`src/inc/ppa_pkg.sv`:
```
/*
  Constants and types shared by the parallel-port address pin mux.
  Assumes one clock domain and a synchronous, active-high reset.
*/
package ppa_pkg;

  // width of the shared address pins and of the host port buses
  localparam int unsigned PPA_ADDR_W = 16;
  localparam int unsigned PPA_DATA_W = 16;

  // reset values, and the full drive enable used in memory mode
  localparam logic [PPA_ADDR_W-1:0] PPA_ADDR_RST   = 16'h0000;
  localparam logic [PPA_ADDR_W-1:0] PPA_OE_OFF     = 16'h0000;
  localparam logic [PPA_ADDR_W-1:0] PPA_OE_ALL     = 16'hFFFF;
  localparam logic                  PPA_HOLD_RST   = 1'b1;
  localparam logic                  PPA_STRAP_RST  = 1'b0;

  // latched pin role; gray codes along reset -> host and reset -> memory
  typedef enum logic [1:0] {
    PPA_MODE_RESET = 2'b00,
    PPA_MODE_HOST  = 2'b01,
    PPA_MODE_EMEM  = 2'b10
  } ppa_mode_e;

endpackage : ppa_pkg

```
`src/inc/ppa_hold_if.sv`:
```
/*
  Carrier between the pin mux and its bus holder.
  Assumes both ends run on the same clock.
*/
`timescale 1ns/1ps
interface ppa_hold_if;
  import ppa_pkg::*;

  logic                  sw_en;     // software holder enable
  logic [PPA_ADDR_W-1:0] drive_val; // level the mux drives
  logic                  drive_oe;  // mux drives the pins
  logic [PPA_ADDR_W-1:0] pin_val;   // synchronised pin level
  logic                  hold_en;   // holder active
  logic [PPA_ADDR_W-1:0] hold_val;  // level the holder keeps

  modport mux    (output sw_en, drive_val, drive_oe, pin_val,
                  input  hold_en, hold_val);
  modport holder (input  sw_en, drive_val, drive_oe, pin_val,
                  output hold_en, hold_val);
endinterface : ppa_hold_if

```
`src/design/ppa_bus_holder.sv`:
```
/*
  Bus holder for the sixteen address pins: remembers the last driven level.
  Assumes the mux feeds it through ppa_hold_if on the same clock.
*/
`timescale 1ns/1ps
module ppa_bus_holder
  import ppa_pkg::*;
(
  input wire logic  mclk_i,
  input wire logic  rst_i,
  ppa_hold_if.holder hb
);

  ////////////////////////////////////////////////////////////////////////////
  // enable: on at reset, then follows the software bit
  always_ff @(posedge mclk_i) begin
    if (rst_i) begin
      hb.hold_en <= PPA_HOLD_RST; // [RULE_04]
    end else begin
      hb.hold_en <= hb.sw_en;     // [RULE_04]
    end
  end

  ////////////////////////////////////////////////////////////////////////////
  // last level: own drive when driving, else what the pins settled at
  always_ff @(posedge mclk_i) begin
    if (rst_i) begin
      hb.hold_val <= PPA_ADDR_RST;
    end else if (hb.drive_oe) begin
      hb.hold_val <= hb.drive_val; // [RULE_03]
    end else begin
      hb.hold_val <= hb.pin_val;   // [RULE_03]
    end
  end

endmodule : ppa_bus_holder

```
`src/design/ppa_pin_mux.sv`:
```
/*
  Role selection for the sixteen parallel-port address pins: host port
  address inputs or external memory address outputs, chosen by a strap
  caught during reset and fixed at its release.
  Assumes pins and the strap are asynchronous; the memory interface address
  and the holder enable come from logic on mclk_i. The pad cell resolves
  pad_addr_o / pad_addr_oe_o and the weak holder drive into the wire.
*/
`timescale 1ns/1ps

// Overview of operation
// RULE_01: strap low host address, high memory address
// RULE_02: role fixed at reset release until reset
// RULE_03: holders keep last driven pin level
// RULE_04: holders on at reset, software bit toggles
// RULE_05: host mode pins are inputs after reset
// RULE_06: strap low selects non-multiplexed host port
// RULE_07: host uses separate 16-bit address, data
// RULE_08: one 16-bit data word per host cycle
// RULE_09: memory address pins high impedance in reset
// RULE_10: memory address driven zero after reset
// RULE_11: no cross-mode driving or passing of values
module ppa_pin_mux
  import ppa_pkg::*;
(
  input  wire logic                  mclk_i,
  input  wire logic                  rst_i,
  input  wire logic                  boot_select_strap_i,
  input  wire logic [PPA_ADDR_W-1:0] pad_addr_i,
  output logic      [PPA_ADDR_W-1:0] pad_addr_o,
  output logic      [PPA_ADDR_W-1:0] pad_addr_oe_o,
  input  wire logic [PPA_ADDR_W-1:0] ext_mem_address_i,
  input  wire logic                  ext_mem_access_i,
  input  wire logic                  holder_sw_en_i,
  output logic                       holder_en_o,
  output logic      [PPA_ADDR_W-1:0] holder_level_o,
  output logic      [PPA_ADDR_W-1:0] host_port_address_o,
  output logic                       host_mode_o,
  output logic                       host_nonmux_o,
  output logic                       ext_mem_mode_o
);

  ////////////////////////////////////////////////////////////////////////////
  // declarations
  logic                  strap_meta;
  logic                  strap_sync;
  logic                  strap_cap;
  logic [PPA_ADDR_W-1:0] pad_meta;
  logic [PPA_ADDR_W-1:0] pad_sync;
  ppa_mode_e             mode;
  ppa_mode_e             next_mode;
  logic                  next_emem;
  logic                  next_host;
  logic [PPA_ADDR_W-1:0] next_pad_addr;

  ppa_hold_if hold_bus ();

  ////////////////////////////////////////////////////////////////////////////
  // two-stage synchronisers for the strap and the address pins
  always_ff @(posedge mclk_i) begin
    strap_meta <= boot_select_strap_i;
    strap_sync <= strap_meta;
    pad_meta   <= pad_addr_i;
    pad_sync   <= pad_meta;
  end

  ////////////////////////////////////////////////////////////////////////////
  // strap follows the pin while reset is held; frozen afterwards
  always_ff @(posedge mclk_i) begin
    if (rst_i) begin
      strap_cap <= strap_sync; // [RULE_02]
    end
  end

  ////////////////////////////////////////////////////////////////////////////
  // mode decode: the role is taken on the first edge with reset low,
  // then frozen until the next reset
  function automatic ppa_mode_e role_next(input logic      in_rst,
                                          input ppa_mode_e cur,
                                          input logic      strap_hi);
    ppa_mode_e nxt;
    nxt = PPA_MODE_RESET;
    if (!in_rst) begin
      case (cur)
        PPA_MODE_RESET: begin
          if (strap_hi) begin
            nxt = PPA_MODE_EMEM; // [RULE_01]
          end else begin
            nxt = PPA_MODE_HOST; // [RULE_01] [RULE_06]
          end
        end
        PPA_MODE_HOST: nxt = PPA_MODE_HOST;  // [RULE_02]
        PPA_MODE_EMEM: nxt = PPA_MODE_EMEM;  // [RULE_02]
        default:       nxt = PPA_MODE_RESET; // illegal code: relatch from the strap
      endcase
    end
    return nxt;
  endfunction : role_next

  assign next_mode = role_next(rst_i, mode, strap_cap); // [RULE_01] [RULE_02]
  assign next_emem = (next_mode == PPA_MODE_EMEM);
  assign next_host = (next_mode == PPA_MODE_HOST);

  // memory address: zero at entry, then updated only by an access
  assign next_pad_addr = !next_emem                          ? PPA_ADDR_RST      : // [RULE_11]
                         (mode != PPA_MODE_EMEM)             ? PPA_ADDR_RST      : // [RULE_10]
                         ext_mem_access_i                    ? ext_mem_address_i :
                                                               pad_addr_o;

  ////////////////////////////////////////////////////////////////////////////
  // mode register and mode flags
  always_ff @(posedge mclk_i) begin
    if (rst_i) begin
      mode           <= PPA_MODE_RESET;
      host_mode_o    <= 1'b0;
      host_nonmux_o  <= 1'b0;
      ext_mem_mode_o <= 1'b0;
    end else begin
      mode           <= next_mode;
      host_mode_o    <= next_host;
      host_nonmux_o  <= next_host; // [RULE_06] [RULE_07] [RULE_08]
      ext_mem_mode_o <= next_emem;
    end
  end

  ////////////////////////////////////////////////////////////////////////////
  // pin drive: released in reset and in host mode, full drive in memory mode
  always_ff @(posedge mclk_i) begin
    if (rst_i) begin
      pad_addr_o    <= PPA_ADDR_RST;
      pad_addr_oe_o <= PPA_OE_OFF;  // [RULE_09]
    end else begin
      pad_addr_o    <= next_pad_addr;
      pad_addr_oe_o <= next_emem ? PPA_OE_ALL : PPA_OE_OFF; // [RULE_05] [RULE_10] [RULE_11]
    end
  end

  ////////////////////////////////////////////////////////////////////////////
  // host port address: pins pass through only while host mode is latched
  always_ff @(posedge mclk_i) begin
    if (rst_i) begin
      host_port_address_o <= PPA_ADDR_RST;
    end else if (mode == PPA_MODE_HOST) begin
      host_port_address_o <= pad_sync;     // [RULE_01] [RULE_07]
    end else begin
      host_port_address_o <= PPA_ADDR_RST; // [RULE_11]
    end
  end

  ////////////////////////////////////////////////////////////////////////////
  // bus holder
  assign hold_bus.sw_en     = holder_sw_en_i;
  assign hold_bus.drive_val = pad_addr_o;
  assign hold_bus.drive_oe  = pad_addr_oe_o[0];
  assign hold_bus.pin_val   = pad_sync;
  assign holder_en_o        = hold_bus.hold_en;
  assign holder_level_o     = hold_bus.hold_val;

  ppa_bus_holder u_holder (
    .mclk_i (mclk_i),
    .rst_i  (rst_i),
    .hb     (hold_bus.holder)
  );
endmodule : ppa_pin_mux

```
`config.mk`:
```
export PLATFORM = sky130hd
export DESIGN_NAME = ppa_pin_mux
export DESIGN_NICKNAME = d
export VERILOG_FILES = /design/src/inc/ppa_pkg.sv /design/src/inc/ppa_hold_if.sv /design/src/design/ppa_bus_holder.sv /design/src/design/ppa_pin_mux.sv
export SDC_FILE = /design/constraint.sdc
export NUM_CORES = 1
export LEC_CHECK = 0
export ABC_AREA = 1
export BUFFER_PORTS_ARGS = -buffer_cell sky130_fd_sc_hd__buf_2
export CAP_MARGIN = 20
export CORE_UTILIZATION = 48
export CTS_CLUSTER_DIAMETER = 150
export DETAILED_ROUTE_END_ITERATION = 6
export PLACE_DENSITY = 0.78
export SLEW_MARGIN = 30
export SYNTH_ARGS = -nofsm -noshare
export SYNTH_HDL_FRONTEND = slang
export SYNTH_SLANG_ARGS = --single-unit
```
`constraint.sdc`:
```
create_clock -name mclk_i -period 1.5 [get_ports mclk_i]
set_clock_uncertainty 0.05 [all_clocks]
set_input_delay 0.225 -clock mclk_i [delete_from_list [all_inputs] [get_ports mclk_i]]
set_output_delay 0.225 -clock mclk_i [all_outputs]
set_load 0.1 [all_outputs]
```
### After elaboration in Yosys (flattened, before gate mapping)

Cells that the tools add are included.

* register bits after elaboration: 104
* input port bits: 37
* output and inout port bits: 68
* logic and storage cells: 28

* eq/ne operators: 5
* mux-type cells: 5
* bitwise logic cells: 2
* reduce and logical (&&, ||, !) cells: 3

Operators with widths (number)
* $mux 16: 2
* $pmux 2 s3: 1
* $eq 2x1->1 const B: 2
* $eq 2x2->1 const B: 2
* $mux 2: 2
* $reduce_or 3->1: 1
* $logic_not 2->1: 1
* $ne 2x2->1 const B: 1
* $not 1->1: 2
* $reduce_or 2->1: 1

### Depth between registers and ports, before layout

Gate-level depths: netlist of run 1.

* word-level depth: 6
* depth in mapped cells: 5
* depth with buffers taken out: 4

### Cells and area by module

From an unflattened synthesis of run 1, not the netlist that was laid out.

* cells, all modules: 335
* area total of the unflattened synthesis: 2859.0 um2

Modules (own cells, without submodules)
* ppa_pin_mux: instances 1, cells an instance 232, area an instance 2164.6 um2, sequential area each 1431.4 um2
* ppa_bus_holder: instances 1, cells an instance 103, area an instance 694.4 um2, sequential area each 340.3 um2

### Worst setup path before layout of run 1

No wires, ideal clock.

* kind: reg-to-output
* start: reg pad_addr_oe_o[14] (netlist name)
* end: out pad_addr_oe_o[0]
* data arrival time: 1.753 ns
* required time: 1.225 ns
* path slack: -0.528 ns
* stages on the path, launching flop included: 2
* path buffers: 1
* cell sequence: dfxtp_1 buf_4

RTL lines
* end, declared: line ppa_pin_mux.sv:31 `output logic [PPA_ADDR_W-1:0] pad_addr_oe_o,`

### Worst setup path after layout of run 1

* start: reg pad_addr_o[12]
* end: out pad_addr_o[12]

RTL lines
* start, declared: line ppa_pin_mux.sv:30 `output logic [PPA_ADDR_W-1:0] pad_addr_o,`
* start signal, assigned: line ppa_pin_mux.sv:133 `pad_addr_o <= next_pad_addr;`

No word-level cell between the ends.

==> out/metrics.cfg, run 1 <==
[routing]
drt-initial-drc-count = 112
post-route-drc-count = 0
drtAntennaViolNets = 0
post_drt_wl_per_cell_um = 11.9
via_count = 2120
via_per_inst = 4.29
wl_mm = 5.86
first_pass_iters = 4

[logic_synthesis]
synth_fa_ha_area_share_pct = 0
synthXorXnorAreaFrac_pct = 0
synth-warning-count = 0
synthMuxAreaShare_pct = 0
synth_compound_area_share_pct = 3.27
ys_seq_area_share_pct = 64.2
synthCells = 304
synth.distinct_cells = 19
ys_seq_elements = 88
synth_top_family_by_area = simple AND/OR/NAND/NOR gates
synth_fp_nets = 341
avgSynthCellArea_um2 = 9.08
yosys.area_share.simple_pct = 18.0
syn_area_mm2 = 0.00276

[worst_setup_path]
crit_required_ns = 1.22
rrSetupSlack_ns = 0.21
cp_top_family = buffers and inverters
slowest_delay_ns = 0.46
cp.arrival_ns = 1.17
crit_path_max_fanout = 3
slowest_stage = buf_2
endpoint_kind = output port
cp-start-kind = flop
crit_buf_inv = 1
crit_chain = buf_2
worstSetupPathType = flop to output port

[power]
leakagePower_nw = 2.02
ir_worst_vdd_uv = 710
pwr-share-comb_pct = 24.6
p_int_mw = 3.60
power.density_mw_per_mm2 = 1400
clkPwrFrac_pct = 29.0
pwr-share-seq_pct = 46.3
switching_share_pct = 33.6
switchingPower_mw = 1.82

[cells_and_area]
area_delta_synth_final_pct = 40.4
nets = 454
layout_commonest_cell = nor2_1
stdcell_count = 494
antennaDiodeCount = 0
final_cell_mix = nor2_1 (88), buf_2 (86), dfxtp_1 (85)
drive_gt1_share_pct = 33.6
fin_util_pct = 70.3

[grt]
grt_pass1_vias = 2043
track_usage_pct = 21.3
antenna_found_initial = 0
grt_max_degree = 33
grt_pass1_wl_mm = 9.76
overflow = 0

[timing]
slew_violations = 0
rsz0062_at_grt = false
setup_tns_ns = 0
clock.fmax_ghz = 0.691
max_slew_margin_pct = 66.6
tightest_slew_ns = 0.501
fin_crit_sh_pct = 96.4
layout_min_cycle_time_ns = 1.45
finalHoldViolCount = 0
final-setup-viol-count = 0

[worst_hold_path]
worstHoldPathType = input port to flop

[floorplanning]
start_util_pct = 50.1
dieHeight_um = 77.8
core_area_mm2 = 0.00551
die_w_um = 77.8
die_area_mm2 = 0.00606
rows = 27
ios = 105

[placed_design]
place.gp.congestion = 0.808
dpl.cell_count = 458
post-dp-hpwl_mm = 4.10
io_buffer_count = 104

[clocking]
clock_latency_ns = 0.33
cts_tree = built
cts-root-buf = clkbuf_8
cts_made_buffers = 9
htreeDepth = 3
clk_path_buf_depth = 2
cts_num_sinks = 88
clk_pin_slew_worst_paths_ns = 0.08

[run]
max-cap-violations = 0

[run_status]
status = complete, no violations

cells in the mapped netlist, drive strengths merged:
| library cell | number | share of area [%] |
|---|---|---|
| buf | 25 | 7.2 |
| nand2 | 19 | 2.6 |
| o21ai | 16 | 2.9 |
| a21oi | 2 | 0.36 |
| clkbuf | 1 | 0.18 |
| dfxtp | 87 | 63 |
| edfxtp | 1 | 1.1 |
| or2 | 1 | 0.23 |
| inv | 53 | 7.2 |
| nand3 | 3 | 1.2 |
| nor2 | 96 | 14 |
flip-flops by register name (all words and copies together), names as in the netlist:
signal	cells
hold_bus.pin_val	16
host_nonmux_o	1
host_port_address_o	16
mode	2
pad_addr_o	16
pad_addr_oe_o	1
pad_meta	16
strap_cap	1
strap_meta	1
strap_sync	1
u_holder.hb.hold_en	1
u_holder.hb.hold_val	16
cell type report:
cell class,count,area [um^2]
multi-input combinational,137,586
fill,431,1630
clock buffer,10,138
inverter,53,199
timing repair buffer,128,1030
clock inverter,6,58.8
tap,72,90.1
sequential,88,1780
layer usage:
metal  vias to the layer above  share of wire, %  track usage (%)
met1                       952                44             25.8
met4                         0               1.3             8.30
met3                         6               4.7             5.65
met5                         -                 0                0
met2                        75                50             35.8
li1                       1087                 -                -
power by group through the flow:
| stage | Sequential (mW) | Clock [mW] | Combinational (mW) |
|---|---|---|---|
| after floorplan | 3.05 | 0 | 0.512 |
| after global placement | 2.58 | 0 | 1.25 |
| after detailed placement | 2.58 | 0 | 1.27 |
| after CTS | 2.51 | 1.60 | 1.34 |
| after global routing | 2.53 | 1.72 | 1.39 |
| final | 2.51 | 1.58 | 1.34 |
what timing repair did:
item	CTS	global route
endpoints found under the hold margin	17	0
buffers inserted	3	0
setup endpoints to repair	11	1
hold buffers	17	0
resized for setup	0	1
metrics by stage:
stage	total power, mW	setup WS (ns)	hold WS (ns)	cell area [um^2]
global placement	3.83	0.316	0.261	3470
CTS	5.45	0.0321	0.0102	3870
global route	5.63	0.00247	0.0195	3870
detailed placement	3.85	0.298	0.263	3470
floorplan	3.56	0.153	0.203	2760
finish	5.42	0.0536	0.0246	3870
cell families after synthesis:
family / count (synthesis)
AND/OR/NAND/NOR: 119
flip-flops: 88
buffers and inverters: 79
AO/OA/AOI/OAI: 18
path summary, 6_finish.rpt:
check / cells past startpoint / end / from
max: 1 / pad_addr_o[12] / pad_addr_o[12]
min: 2 / u_holder.hb.hold_en / holder_sw_en_i
max reg2reg: 5 / u_holder.hb.hold_val[13] / pad_addr_oe_o[14]
min reg2reg: 0 / hold_bus.pin_val[13] / pad_meta[13]
Power figures use the tool's default switching activity.
==> run 2, diff against run 1 <==
==> constraint.sdc (replaced) <==
create_clock -name mclk_i -period 1.6 [get_ports mclk_i]
set_clock_uncertainty 0.05 [all_clocks]
set_input_delay 0.24 -clock mclk_i [delete_from_list [all_inputs] [get_ports mclk_i]]
set_output_delay 0.24 -clock mclk_i [all_outputs]
set_load 0.1 [all_outputs]
==> out/metrics.cfg, run 2 (synthesis results as in run 1) <==
[clocking]
clk_path_buf_depth = 2  ; unchanged
cts-root-buf = clkbuf_8
clock_latency_ns = 0.34  ; about the same
post_cts_buffers = 0  ; -3
cts_tree = built
cts_made_buffers = 9  ; unchanged
cts_num_sinks = 88  ; unchanged
htreeDepth = 3  ; unchanged
clk_pin_slew_worst_paths_ns = 0.09  ; about the same

[routing]
first_pass_iters = 4  ; unchanged
via_per_inst = 4.24  ; -1.1%
wl_mm = 5.80  ; -1.2%
post-route-drc-count = 0  ; unchanged
drtAntennaViolNets = 0  ; unchanged
post_drt_wl_per_cell_um = 11.8  ; -0.37%
via_count = 2080  ; -1.9%
drt-initial-drc-count = 158  ; +41%

[worst_setup_path]
reg2regPathDepth = 4  ; -1
slowest_stage = dfxtp_4
crit_required_ns = 1.31  ; +0.09 ns
slowest_delay_ns = 0.43  ; -0.03 ns
rr_startpoint = pad_addr_oe_o[14]
worstSetupPathType = flop to output port
crit_path_max_fanout = 16  ; +13
worstReg2RegEnd = u_holder.hb.hold_val[5]
crit_chain = buf_12 -> buf_12
cp_top_family = buffers and inverters
crit_buf_inv = 2  ; +1
rrSetupSlack_ns = 0.41  ; +0.20 ns
cp-start-kind = flop
cp_common_cell = buf_12
cp.arrival_ns = 1.22  ; +0.05 ns
endpoint_kind = output port
cp_num_cells = 2  ; +1

[floorplanning]
rows = 27  ; unchanged
die_w_um = 77.8  ; unchanged
dieHeight_um = 77.8  ; unchanged
die_area_mm2 = 0.00606  ; unchanged
start_util_pct = 50.1  ; unchanged
core_area_mm2 = 0.00551  ; unchanged
ios = 105  ; unchanged

[worst_hold_path]
holdPathStages = 2  ; unchanged
min_to = u_holder.hb.hold_en
min_from = holder_sw_en_i
worstHoldPathType = input port to flop

[grt]
track_usage_pct = 20.7  ; -0.55 points
antenna_found_initial = 0  ; unchanged
grt_pass1_wl_mm = 9.52  ; -2.4%
use_met2_pct = 33.9  ; -1.9 points
overflow = 0  ; unchanged
use_met3_pct = 4.12  ; -1.5 points
grt_max_degree = 33  ; unchanged
top_usage_layer = met2
grtUsageMet1_pct = 26.0  ; +0.25 points
grt_pass1_vias = 1992  ; -2.5%

[timing]
rsz0062_at_grt = false
final-setup-viol-count = 0  ; unchanged
setup_tns_ns = 0  ; unchanged
finalHoldViolCount = 0  ; unchanged
setup_slack_ns = 0.0909  ; +0.0374 ns
slew_violations = 0  ; unchanged
fin_crit_sh_pct = 94.3
clock.fmax_ghz = 0.663
max_slew_margin_pct = 65.5  ; -1.1 points
tightest_slew_ns = 0.518  ; +0.0163 ns
layout_min_cycle_time_ns = 1.51

[placed_design]
post-dp-hpwl_mm = 3.92  ; -4.4%
dp_slack_ns = 0.372  ; +0.0739 ns
io_buffer_count = 104  ; unchanged
place.gp.congestion = 0.772  ; -4.4%

[cells_and_area]
antennaDiodeCount = 0  ; unchanged
nFillCells = 427  ; -0.93%
nets = 450  ; -0.88%
area_delta_synth_final_pct = 40.8
final_cell_mix = nor2_1 (88), buf_2 (87), dfxtp_1 (85)
drive_gt1_share_pct = 33.0  ; -0.63 points
layout_commonest_cell = nor2_1

[run_status]
status = complete, no violations

[run]
max-cap-violations = 0  ; unchanged

[power]
ir_worst_vdd_uv = 752  ; +6.0%
power.density_mw_per_mm2 = 1400  ; -0.12%
leakagePower_nw = 2.02  ; about the same

==> run 2: worst max path at each step <==
stage / start / to
after floorplan: pad_addr_oe_o[14] / pad_addr_oe_o[0]
after global placement: pad_addr_oe_o[14] / u_holder.hb.hold_val[5]
after detailed placement: pad_addr_oe_o[14] / u_holder.hb.hold_val[13]
after CTS: pad_addr_oe_o[14] / pad_addr_oe_o[15]
after global routing: pad_addr_oe_o[14] / pad_addr_oe_o[15]
final: pad_addr_oe_o[14] / pad_addr_oe_o[15]
==> run 2: final cells by class <==
class	instances	area, um^2	area share [%]
multi-input cells	137	586	15.1
flip-flops and latches	88	1780	45.7
repair buffers	124	981	25.3
well taps	72	90.1	2.32
clock inverters	6	114	2.93
inverters	53	199	5.12
clock buffers	10	138	3.54
==> run 2: routing by layer <==
layer  up-vias  routed length (um)
li1       1084                   -
met1       902                2540
met2        80                2800
met3        14                 302
met4         0                 149
met5         -                   0
==> run 2: what timing repair did <==
item | 4_1_cts | 5_1_grt
hold endpoints to repair | 17 | 0
resized for setup | 0 | 1
hold buffers | 17 | 0
endpoints found under the setup margin | 0 | 16
==> run 2: where the power goes <==
part	internal, mW	total [mW]	switching [mW]
registers	2.31	2.36	0.0491
clock network	1.09	1.84	0.755
logic	0.294	1.23	0.935
==> run 2: metrics by stage <==
step | hold WS, ns | total power, mW | instances | util, % | cell area (um^2)
2_1_floorplan | 0.218 | 3.34 | 304 | - | 2760
3_3_place_gp | 0.260 | 3.59 | 457 | 62.8 | 3460
3_5_place_dp | 0.262 | 3.60 | 457 | 62.8 | 3460
4_1_cts | 0.0226 | 5.46 | 490 | 70.5 | 3880
5_1_grt | 0.0323 | 5.62 | 490 | 70.5 | 3880
6_report | 0.0328 | 5.43 | 490 | 70.5 | 3880
==> run 3, diff against run 2 <==
--- a/config.mk
+++ b/config.mk
@@ -9,7 +9,6 @@
 export BUFFER_PORTS_ARGS = -buffer_cell sky130_fd_sc_hd__buf_2
 export CAP_MARGIN = 20
 export CORE_UTILIZATION = 48
-export CTS_CLUSTER_DIAMETER = 150
 export DETAILED_ROUTE_END_ITERATION = 6
 export PLACE_DENSITY = 0.78
 export SLEW_MARGIN = 30
==> constraint.sdc (replaced) <==
create_clock -name mclk_i -period 1.6 [get_ports mclk_i]
set_clock_uncertainty 0.05 [all_clocks]
set_input_delay 0.24 -clock mclk_i [delete_from_list [all_inputs] [get_ports mclk_i]]
set_output_delay 0.24 -clock mclk_i [all_outputs]
set_load 0.005 [all_outputs]
==> out/metrics.cfg, run 3 (synthesis results as in run 1) <==
[run_status]
status = complete, no violations

[timing]
rsz0062_at_grt = false
holdWs_ns = 0.0356  ; +0.00284 ns
fin_crit_sh_pct = 90.9  ; -3.4 points
setup_slack_ns = 0.146  ; +0.0552 ns
finalHoldViolCount = 0  ; unchanged
max_slew_margin_pct = 66.6  ; +1.1 points
clock.fmax_ghz = 0.688  ; +3.8%
setup_tns_ns = 0  ; unchanged
layout_min_cycle_time_ns = 1.45  ; -0.0552 ns
final-setup-viol-count = 0  ; unchanged
tightest_slew_ns = 0.501  ; -0.0165 ns
slew_violations = 0  ; unchanged

[cells_and_area]
nets = 450  ; unchanged
area_delta_synth_final_pct = 28.2
layout_commonest_cell = buf_2
stdcell_count = 491  ; +0.20%
final_cell_mix = buf_2 (104), nor2_1 (88), dfxtp_1 (87)
drive_gt1_share_pct = 32.3  ; -0.72 points

[run]
max-cap-violations = 0  ; unchanged

[power]
pwr-share-seq_pct = 57.9  ; +14 points
pwr-share-comb_pct = 9.1  ; -14 points
clkPwrFrac_pct = 33.0  ; -1.0 points
leakagePower_nw = 1.90  ; -5.7%
power.density_mw_per_mm2 = 1150  ; -18%
switchingPower_mw = 0.970  ; -44%
switching_share_pct = 23.9  ; -8.1 points
p_int_mw = 3.08  ; -16%
ir_worst_vdd_uv = 551  ; -27%
power.total_mw = 4.05  ; -25%

[worst_setup_path]
cp.arrival_ns = 1.16  ; -0.06 ns
worstSetupPathType = flop to output port
crit_path_max_fanout = 16  ; unchanged
crit_required_ns = 1.31  ; about the same
cp-start-kind = flop
endpoint_kind = output port

[routing]
drtAntennaViolNets = 0  ; unchanged
post-route-drc-count = 0  ; unchanged
via_per_inst = 4.18  ; -1.6%
wl_mm = 5.30  ; -8.6%
first_pass_iters = 4  ; unchanged
drt-initial-drc-count = 99  ; -37%
post_drt_wl_per_cell_um = 10.8  ; -8.8%
via_count = 2051  ; -1.4%

[grt]
use_met2_pct = 28.9  ; -5.0 points
grt_max_degree = 33  ; unchanged
grtUsageMet1_pct = 23.1  ; -2.9 points
use_met3_pct = 4.24  ; +0.12 points
grt_pass1_wl_mm = 8.25  ; -13%
track_usage_pct = 18.2  ; -2.5 points
overflow = 0  ; unchanged
top_usage_layer = met2
antenna_found_initial = 0  ; unchanged
grt_pass1_vias = 1778  ; -11%

[floorplanning]
core_area_mm2 = 0.00551  ; unchanged
dieHeight_um = 77.8  ; unchanged
ios = 105  ; unchanged
start_util_pct = 50.1  ; unchanged
die_w_um = 77.8  ; unchanged
rows = 27  ; unchanged
die_area_mm2 = 0.00606  ; unchanged

[placed_design]
io_buffer_count = 104  ; unchanged
post-dp-hpwl_mm = 3.65  ; -6.9%
dp_slack_ns = 0.450  ; +0.0776 ns
place.gp.congestion = 0.792  ; +2.6%
dpl.cell_count = 457  ; unchanged

[worst_hold_path]
worstHoldPathType = input port to flop

[clocking]
cts_resized = 0  ; unchanged
clk_path_buf_depth = 2  ; unchanged
cts_tree = built
cts_num_sinks = 88  ; unchanged
htreeDepth = 3  ; unchanged
cts_made_buffers = 9  ; unchanged
clk_pin_slew_worst_paths_ns = 0.09  ; about the same
clock_latency_ns = 0.34  ; about the same
cts-root-buf = clkbuf_8

==> run 3: path summary, 6_finish.rpt <==
path                            slack, ns              start                       end  cells past startpoint
worst min-delay path                 0.04     holder_sw_en_i       u_holder.hb.hold_en                      2
worst max-delay path                 0.15  pad_addr_oe_o[14]          pad_addr_oe_o[5]                      2
worst max register to register       0.47  pad_addr_oe_o[14]  u_holder.hb.hold_val[13]                      3
worst min register to register       0.28       pad_meta[14]      hold_bus.pin_val[14]                      0
==> run 3: area by class of cell <==
type | count | area, um^2
Antenna cell | 1 | 2.50
Clock buffer | 11 | 141
Clock inverter | 5 | 32.5
Fill cell | 460 | 1970
Inverter | 53 | 199
Multi-Input combinational cell | 137 | 586
Sequential cell | 88 | 1770
Tap cell | 72 | 90.1
Timing Repair Buffer | 124 | 713
==> run 3: metal layers <==
| metal | share of wire, % | wire length, um |
|---|---|---|
| met2 | 48 | 2570 |
| met3 | 4.5 | 239 |
| met5 | 0 | 0 |
| met4 | 1.4 | 72 |
| met1 | 46 | 2420 |
==> run 3: power by group through the flow <==
| stage | registers, mW | logic (mW) | clock network, mW |
|---|---|---|---|
| global route | 2.36 | 0.413 | 1.46 |
| detailed placement | 2.40 | 0.333 | 0 |
| finish | 2.35 | 0.368 | 1.34 |
| CTS | 2.35 | 0.368 | 1.35 |
| global placement | 2.40 | 0.328 | 0 |
| floorplan | 2.41 | 0.209 | 0 |
==> run 3: stage by stage <==
stage	util [%]	instance area (um^2)
global placement	57.9	3190
global route	64.2	3530
detailed placement	57.9	3190
finish	64.2	3540
floorplan	-	2760
CTS	64.2	3530
==> run 3: timing repair <==
item,CTS,global route
hold endpoints to repair,17,0
buffers inserted,0,0
hold buffers,17,0
==> run 3: critical path, cell delays in order, from the launching register on <==
cell and delay (ns):
dfxtp_1 0.48, buf_4 0.22, buf_2 0.12
